`src/hdl/aau_defs.vh`:
```
// Purpose: Constants of the accumulate and average unit.
// Assumes: Eight-bit register bus with a four-bit register index.
// Notes: Offsets are register indexes on the plain register port.
`ifndef AAU_DEFS_VH
`define AAU_DEFS_VH
// Register indexes.
`define AAU_A_CTRL   4'h0
`define AAU_A_SHIFT  4'h1
`define AAU_A_TRIG   4'h2
`define AAU_A_RPT    4'h3
`define AAU_A_CNT    4'h4
`define AAU_A_STAT   4'h5
`define AAU_A_ACCL   4'h6
`define AAU_A_ACCH   4'h7
`define AAU_A_FLTL   4'h8
`define AAU_A_FLTH   4'h9
`define AAU_A_PREVL  4'hA
`define AAU_A_PREVH  4'hB
`define AAU_A_RESL   4'hC
`define AAU_A_RESH   4'hD
// Control register fields.
`define AAU_B_MODE_HI 2
`define AAU_B_MODE_LO 0
`define AAU_B_PSIS    3
`define AAU_B_FM      4
`define AAU_B_RCSEL   5
`define AAU_B_ACLR    6
// Status register fields.
`define AAU_B_AOV     0
`define AAU_B_BUSY    1
// Computation modes.
`define AAU_MD_BASIC  3'h0
`define AAU_MD_ACCUM  3'h1
`define AAU_MD_AVG    3'h2
`define AAU_MD_BURST  3'h3
`define AAU_MD_LPF    3'h4
// Trigger source code that selects the comparator output.
`define AAU_TRIG_CMP  4'h1
// Clear duration in converter clocks, on the RC oscillator and off it.
`define AAU_CLR_RC_CYC 3'h5
`define AAU_CLR_FAST   3'h1
// Reset values.
`define AAU_RST_CTRL  8'h00
`define AAU_RST_SHIFT 3'h0
`define AAU_RST_TRIG  4'h0
`define AAU_RST_RPT   8'h00
`define AAU_RST_CNT   8'h00
`endif
```
`src/hdl/aau_core.v`:
```
// Purpose: Accumulate, average and low-pass unit behind a converter core.
// Assumes: Converter strobes are synchronous to i_ref_clk; comparator is not.
// Notes: Accumulator and previous-result bytes have no reset value.
//
// Function
// - On the RC oscillator, clearing the accumulator takes five clocks.
// - Three-bit shift field right-shifts the accumulator into the filtered result.
// - Average modes: result is sum divided by two to the shift value.
// - Low-pass mode: shift field sets recursion weight and hence cut-off.
// - Basic mode: no accumulation, threshold comparison still on each result.
// - Accumulate mode adds every finished conversion to the accumulator.
// - After accumulating, filtered result gets accumulator shifted right.
// - Accumulator always takes the right-justified result.
// - Each accumulated sample increments the sample counter until it reaches 255, where it holds.
// - Accumulate mode compares the accumulator after every sample.
// - Average mode accumulates, counts and updates filtered result.
// - Average mode compares only once counter reaches repeat target.
// - Source select one: previous low byte takes filtered low byte.
// - Source select zero: previous result takes conversion result.
// - Source select zero: previous result formatted like conversion result.
// - Accumulator readable and writable as high and low bytes.
// - Comparator trigger source starts conversion on comparator rising edge.
// - Overflow flag set when the sum exceeds sixteen bits.
// - Clear request zeroes accumulator, overflow flag and sample counter.
// - Hardware drops the clear request once clearing completes.
// - Repeat target holds the number of samples to accumulate.
`timescale 1ns/1ns
`include "aau_defs.vh"
module aau_core (
	// Clock and reset.
	input  wire        i_ref_clk,
	input  wire        i_rst_b,
	// Register port.
	input  wire [3:0]  i_addr,
	input  wire [7:0]  i_wdata,
	input  wire        i_wr,
	input  wire        i_rd,
	output reg  [7:0]  o_rdata,
	// Converter core side.
	input  wire        i_conv_start,
	input  wire        i_conv_done,
	input  wire [9:0]  i_conv_result,
	input  wire        i_cmp_out,
	output reg         o_conv_trigger,
	// Threshold comparison hand-off.
	output reg         o_thresh_check,
	output reg  [15:0] o_thresh_value
);

	reg  [2:0]  mode;
	reg         psis;
	reg         fmt;
	reg         rc_sel;
	reg  [2:0]  shift;
	reg  [3:0]  trig_src;
	reg  [7:0]  rpt;
	reg  [7:0]  cnt;
	reg         aov;
	reg         clr_busy;
	reg  [2:0]  clr_left;
	reg  [15:0] acc;
	reg  [15:0] filt;
	reg  [15:0] prev;
	reg  [15:0] res;
	reg         cmp_s1;
	reg         cmp_s2;
	reg         cmp_s3;

	reg  [16:0] next_sum;
	reg  [15:0] next_acc;
	reg  [15:0] next_filt;
	reg  [7:0]  next_cnt;
	reg         accum_on;
	reg  [15:0] res_fmt;
	reg  [7:0]  next_rdata;

	wire [15:0] res_right;
	wire        clr_done;
	wire        wr_ctrl;

	assign res_right = {6'h00, i_conv_result};
	assign clr_done  = clr_busy && (clr_left == `AAU_CLR_FAST);
	assign wr_ctrl   = i_wr && (i_addr == `AAU_A_CTRL);

	// Result justification, shared by the result and previous-result bytes.
	always @* begin
		if (fmt) begin
			res_fmt = res_right;
		end else begin
			res_fmt = {i_conv_result, 6'h00};
		end
	end

	// Datapath for one finished conversion; the accumulator base is zero in the
	// final clear cycle so a sample landing there is kept rather than lost.
	always @* begin
		accum_on  = (mode != `AAU_MD_BASIC);
		next_sum  = {1'b0, acc};
		next_cnt  = cnt;
		if (clr_done) begin
			next_sum = 17'h00000;
			next_cnt = `AAU_RST_CNT;
		end
		if (mode == `AAU_MD_LPF) begin
			next_sum = next_sum - {1'b0, (next_sum[15:0] >> shift)};
		end
		next_sum  = next_sum + {1'b0, res_right};
		next_acc  = next_sum[15:0];
		next_filt = next_acc >> shift;
		if (cnt != 8'hFF) begin
			next_cnt = next_cnt + 8'h01;
		end
	end

	// Comparator pin synchroniser and rising-edge trigger.
	always @(posedge i_ref_clk or negedge i_rst_b) begin
		if (!i_rst_b) begin
			cmp_s1         <= 1'b0;
			cmp_s2         <= 1'b0;
			cmp_s3         <= 1'b0;
			o_conv_trigger <= 1'b0;
		end else begin
			cmp_s1         <= i_cmp_out;
			cmp_s2         <= cmp_s1;
			cmp_s3         <= cmp_s2;
			o_conv_trigger <= (trig_src == `AAU_TRIG_CMP) && cmp_s2 && !cmp_s3;
		end
	end

	// Software configuration and the clear sequencer.
	always @(posedge i_ref_clk or negedge i_rst_b) begin
		if (!i_rst_b) begin
			mode     <= `AAU_MD_BASIC;
			psis     <= 1'b0;
			fmt      <= 1'b0;
			rc_sel   <= 1'b0;
			shift    <= `AAU_RST_SHIFT;
			trig_src <= `AAU_RST_TRIG;
			rpt      <= `AAU_RST_RPT;
			clr_busy <= 1'b0;
			clr_left <= 3'h0;
		end else begin
			if (wr_ctrl) begin
				mode   <= i_wdata[`AAU_B_MODE_HI:`AAU_B_MODE_LO];
				psis   <= i_wdata[`AAU_B_PSIS];
				fmt    <= i_wdata[`AAU_B_FM];
				rc_sel <= i_wdata[`AAU_B_RCSEL];
			end
			if (i_wr && (i_addr == `AAU_A_SHIFT)) begin
				shift <= i_wdata[2:0];
			end
			if (i_wr && (i_addr == `AAU_A_TRIG)) begin
				trig_src <= i_wdata[3:0];
			end
			if (i_wr && (i_addr == `AAU_A_RPT)) begin
				rpt <= i_wdata;
			end
			if (clr_done) begin
				clr_busy <= 1'b0;
			end else if (clr_busy) begin
				clr_left <= clr_left - 3'h1;
			end else if (wr_ctrl && i_wdata[`AAU_B_ACLR]) begin
				clr_busy <= 1'b1;
				// The duration follows the source selected before this write.
				clr_left <= rc_sel ? `AAU_CLR_RC_CYC : `AAU_CLR_FAST;
			end
		end
	end

	// Counter and overflow flag; a sample in the final clear cycle is counted from zero.
	always @(posedge i_ref_clk or negedge i_rst_b) begin
		if (!i_rst_b) begin
			cnt <= `AAU_RST_CNT;
			aov <= 1'b0;
		end else begin
			if (i_conv_done && accum_on) begin
				cnt <= next_cnt;
				if (next_sum[16]) begin
					aov <= 1'b1;
				end else if (clr_done) begin
					aov <= 1'b0;
				end
			end else if (clr_done) begin
				cnt <= `AAU_RST_CNT;
				aov <= 1'b0;
			end
		end
	end

	// Accumulator has no reset so software sees an unknown value until loaded.
	always @(posedge i_ref_clk) begin
		if (i_conv_done && accum_on) begin
			acc <= next_acc;
		end else if (clr_done) begin
			acc <= 16'h0000;
		end else if (i_wr && (i_addr == `AAU_A_ACCL)) begin
			acc[7:0] <= i_wdata;
		end else if (i_wr && (i_addr == `AAU_A_ACCH)) begin
			acc[15:8] <= i_wdata;
		end
	end

	// Previous result is caught at conversion start and has no reset either.
	always @(posedge i_ref_clk) begin
		if (i_conv_start) begin
			if (psis) begin
				prev <= filt;
			end else begin
				prev <= res;
			end
		end
	end

	// Filtered and conversion result registers.
	always @(posedge i_ref_clk or negedge i_rst_b) begin
		if (!i_rst_b) begin
			filt <= 16'h0000;
			res  <= 16'h0000;
		end else begin
			if (i_conv_done) begin
				res <= res_fmt;
			end
			if (i_conv_done && accum_on) begin
				filt <= next_filt;
			end else if (clr_done) begin
				filt <= 16'h0000;
			end
		end
	end

	// Threshold hand-off: the comparison itself lives in the converter core.
	always @(posedge i_ref_clk or negedge i_rst_b) begin
		if (!i_rst_b) begin
			o_thresh_check <= 1'b0;
			o_thresh_value <= 16'h0000;
		end else begin
			o_thresh_check <= 1'b0;
			if (i_conv_done) begin
				case (mode)
					`AAU_MD_BASIC: begin
						o_thresh_check <= 1'b1;
						o_thresh_value <= res_right;
					end
					`AAU_MD_ACCUM: begin
						o_thresh_check <= 1'b1;
						o_thresh_value <= next_acc;
					end
					`AAU_MD_AVG,
					`AAU_MD_BURST: begin
						// The value only moves with a check so the converter never sees a
						// partial average between checks.
						if (next_cnt >= rpt) begin
							o_thresh_check <= 1'b1;
							o_thresh_value <= next_filt;
						end
					end
					`AAU_MD_LPF: begin
						o_thresh_check <= 1'b1;
						o_thresh_value <= next_filt;
					end
					default: begin
						o_thresh_check <= 1'b0;
					end
				endcase
			end
		end
	end

	// Read multiplexer; unmapped indexes read as zero.
	always @* begin
		case (i_addr)
			`AAU_A_CTRL:  next_rdata = {1'b0, clr_busy, rc_sel, fmt, psis, mode};
			`AAU_A_SHIFT: next_rdata = {5'h00, shift};
			`AAU_A_TRIG:  next_rdata = {4'h0, trig_src};
			`AAU_A_RPT:   next_rdata = rpt;
			`AAU_A_CNT:   next_rdata = cnt;
			`AAU_A_STAT:  next_rdata = {6'h00, clr_busy, aov};
			`AAU_A_ACCL:  next_rdata = acc[7:0];
			`AAU_A_ACCH:  next_rdata = acc[15:8];
			`AAU_A_FLTL:  next_rdata = filt[7:0];
			`AAU_A_FLTH:  next_rdata = filt[15:8];
			`AAU_A_PREVL: next_rdata = prev[7:0];
			`AAU_A_PREVH: next_rdata = prev[15:8];
			`AAU_A_RESL:  next_rdata = res[7:0];
			`AAU_A_RESH:  next_rdata = res[15:8];
			default:      next_rdata = 8'h00;
		endcase
	end

	// Read data stand only in the cycle after the read strobe.
	always @(posedge i_ref_clk or negedge i_rst_b) begin
		if (!i_rst_b) begin
			o_rdata <= 8'h00;
		end else if (i_rd) begin
			o_rdata <= next_rdata;
		end else begin
			o_rdata <= 8'h00;
		end
	end

endmodule // aau_core

```
`config.mk`:
```
export PLATFORM = sky130hd
export DESIGN_NAME = aau_core
export DESIGN_NICKNAME = d
export VERILOG_FILES = /design/src/hdl/aau_core.v
export VERILOG_INCLUDE_DIRS = /design/src /design/src/hdl
export SDC_FILE = /design/constraint.sdc
export NUM_CORES = 1
export LEC_CHECK = 0
export BUFFER_PORTS_ARGS = -buffer_cell sky130_fd_sc_hd__buf_2
export CAP_MARGIN = 0
export CORE_MARGIN = 8
export CORE_UTILIZATION = 60
export DETAILED_ROUTE_END_ITERATION = 8
export GPL_ROUTABILITY_DRIVEN = 0
export HOLD_SLACK_MARGIN = 0.08
export PLACE_DENSITY = 0.79
export SKIP_CTS_REPAIR_TIMING = 1
export SYNTH_ARGS = -nofsm -noshare
export SYNTH_HDL_FRONTEND = slang
export SYNTH_SLANG_ARGS = --single-unit
```
`constraint.sdc`:
```
create_clock -name i_ref_clk -period 8.6 [get_ports i_ref_clk]
set_input_delay 0.43 -clock i_ref_clk [delete_from_list [all_inputs] [get_ports i_ref_clk]]
set_output_delay 0.43 -clock i_ref_clk [all_outputs]
set_load 0.02 [all_outputs]
```
==> results.ini <==
[critical_path]
critical-path-top-delay-family = simple AND/OR/NAND/NOR gates
critical_path_at_ps = 7360
worst-r2r-cell-count = 25
timing.reg2reg.setup_slack_ps = 1580
cell_mode_on_critical_path = o21ai_0
start_kind = flip-flop
timing.critical_path.buf_inv = 1
critical_path.reg2reg.startpoint = clr_left[1]
timing.critical_path.to_type = flip-flop
crit_required_ps = 8940
crit_path_max_fanout = 16
crit_path_class = reg -> reg
worstReg2RegEnd = o_thresh_value[11]
slowest_stage = mux4_2
timing.critical_path.slowest_cell_delay_ps = 570

[floorplanning]
die_h_um = 140
core_area_um2 = 15100
die_x_um = 140
die_area_um2 = 19600
pin_count = 55
rows = 45
start_util = 0.611

[hold_path]
hold_class = in -> reg
timing.hold.worst_endpoint = cmp_s1
min_path_cells = 1
min_from = i_cmp_out

[logic_synthesis]
post_synth_instance_area_um2 = 9220
synth_top_family_by_area = compound AO/OA/AOI/OAI gates
ys_ff_latch = 127
synth_seq_area_share = 0.362
syn_inst = 1074
synth-edff-count = 32
synth-compound-area-share = 0.217
multiplexer_area_fraction_after_synthesis = 0.0980
synth-simple-area-share = 0.182
synthAdderAreaFrac = 0.0586
synth.distinct_cells = 79
async_sr_flop_fraction = 0.748
ys_dominant_reg_cell = dfrtp_1
syn-num-nets = 1145
yosys.area_share.xor_xnor = 0.0323
syn_avg_cell_area_um2 = 8.58
yosysWarningCount = 0

[clock_tree]
clock_sinks = 127
h-tree-depth = 4
cts-root-buf = clkbuf_16
clkTransAtPathRegs_ps = 60
worst_skew_late_latency_ps = 420
tritoncts_clock_tree = built
clock_path_buffers = 2
cts_inserted_buffers = 17

[timing]
report.final.slew_viol_count = 0
timing_hold_violations_final = 0
setup_viol_count_final = 0
post-route-period-util = 0.816
worstMarginPinSlew_ps = 1150
timing.clock.skew_ps = 7.12
setup_tns_ps = 0
hold_slack_ps = 111
timing.fmax_mhz = 142
setup_repair_after_global_routing_missed_its_margin = false
slew_headroom = 0.224
period_minus_slack_ps = 7020

[power_and_ir_drop]
power_mw = 4.43
cellPowerDensity_nw_per_um2 = 437
cellLeakagePower_nw = 4.40
vdd.ir_drop.worst_uv = 348

[outcome]
status = completed

[detailed_routing]
post-route-drc-count = 0
average_wire_length_per_cell_after_detail_routing_um = 23.0
dr_total_vias = 8940
firstDrtPassIters = 6
wirelength_um = 29800
drt_iter0_markers = 1603
drt.antenna.violating_nets = 0
detail_route.vias_per_cell = 6.90

[layout]
proportion_of_layout_cells_with_a_drive_suffix_above_1 = 0.145
layout.nets = 1165
area_delta_synth_final_pct = 10.0
diodes = 0

[place]
portBuffers = 54
hpwl_um = 22000

[job]
drv_cap = 0

[grt]
grt_overflow_total = 0
grt_util_all_layers = 0.307
number_of_global_route_vias_before_repair = 8451
grt_antenna_before_repair = 0
largest_net_degree_at_the_start_of_global_routing = 67
grt_first_pass_wirelength_um = 47300

-- synthesized netlist by cell type, drive strengths merged (6+ instances only) --
cell type  instances  share of area
nand2            144          0.059
o21ai            109          0.059
nor2             101          0.042
dfrtp             95           0.26
a21oi             60          0.033
inv               51          0.021
clkbuf            50          0.020
ha                40          0.054
mux2              38          0.046
nand3             34          0.018
edfxtp            32           0.10
mux2i             25          0.027
nor3              19          0.010
a22oi             17          0.014
nand2b            17          0.012
xnor2             17          0.016
xor2              17          0.016
buf               16         0.0087
a21o              13          0.011
a31oi             13         0.0088
and3              12         0.0081
a211oi            11         0.0095
a32oi             10         0.0095
and2              10         0.0071
mux4              10          0.024
a221oi             9         0.0086
o211ai             9         0.0073
o22ai              9         0.0061
nor2b              7         0.0048
o221ai             7         0.0067
nand4              6         0.0041
o21a               6         0.0049
o31ai              6         0.0054
-- cell type report --
class	instances	area [um2]
tap	188	235
multi-input combinational	828	5430
timing repair buffer	67	373
clock inverter	14	131
fill	1232	4950
inverter	53	199
sequential	127	3340
clock buffer	18	439
-- flip-flops by register name, indices dropped and copies added (netlist names) --
name / count
cmp_s1: 1
prev: 16
mode: 3
acc: 16
trig_src: 4
rpt: 8
rc_sel: 1
fmt: 1
o_rdata: 8
res: 16
o_thresh_check: 1
shift: 3
o_conv_trigger: 1
filt: 16
cnt: 8
clr_busy: 1
o_thresh_value: 16
clr_left: 3
cmp_s3: 1
psis: 1
cmp_s2: 1
aov: 1
-- report_power, final --
part,switching (mW),internal [mW]
combinational,1.70,1.00
clock,0.283,0.410
sequential,0.199,0.831
total,2.18,2.24
-- kinds of logic after synthesis --
logic type | Yosys count
compound gates | 311
xor+xnor | 34
fa+ha+maj | 42
buf+inv | 119
flops | 127
mux | 73
simple gates | 368
-- layout by cell type (no fill, tap or decap), drive strengths merged, types with 3 or more instances in the layout --
master  count
o21a        6
nor3       19
mux2       38
a32oi      10
inv        58
o221ai      7
nor2      101
nand2b     17
edfxtp     32
nor2b       7
o22ai       9
or3         4
a22o        3
ha         40
a32o        3
nand4       6
buf        66
o211ai      9
and3       12
nand3b      4
clkbuf     18
o21ai     109
a21o       13
clkinv      7
o31ai       6
a31oi      13
a221oi      9
a211oi     11
mux4       10
xor2       17
and2       10
a21oi      60
xnor2      17
mux2i      25
a22oi      17
dfrtp      95
o311a       3
nand3      34
nand2     144
-- routing by layer --
layer / up-vias / routed length [um] / track usage
li1: 3951 / - / -
met1: 4176 / 11800 / 0.416
met2: 690 / 12700 / 0.445
met3: 123 / 3960 / 0.0856
met4: 0 / 1370 / 0.144
met5: - / 0 / 0
-- stage by stage --
step | instance area (um2) | instances | worst slack (ps) | util
after global placement | 9560 | 1262 | 2040 | 0.634
after floorplan | 9220 | 1074 | 2320 | -
after global routing | 10100 | 1295 | 1180 | 0.672
after CTS | 10100 | 1294 | 1760 | 0.671
after detailed placement | 9560 | 1262 | 1780 | 0.634
final | 10100 | 1295 | 1580 | 0.672
-- worst max path at each step --
stage           startpoint            endpoint  slack [ps]  cells past startpoint
6_report       clr_left[1]  o_thresh_value[11]        1580                     25
5_1_grt        clr_left[1]  o_thresh_value[11]        1180                     26
4_1_cts        clr_left[1]  o_thresh_value[11]        1760                     26
3_5_place_dp   clr_left[1]  o_thresh_value[11]        1780                     26
3_3_place_gp   clr_left[1]  o_thresh_value[11]        2040                     23
2_1_floorplan     shift[0]  o_thresh_value[11]        2320                     23
No activity file was read; power rests on OpenSTA's default activity.
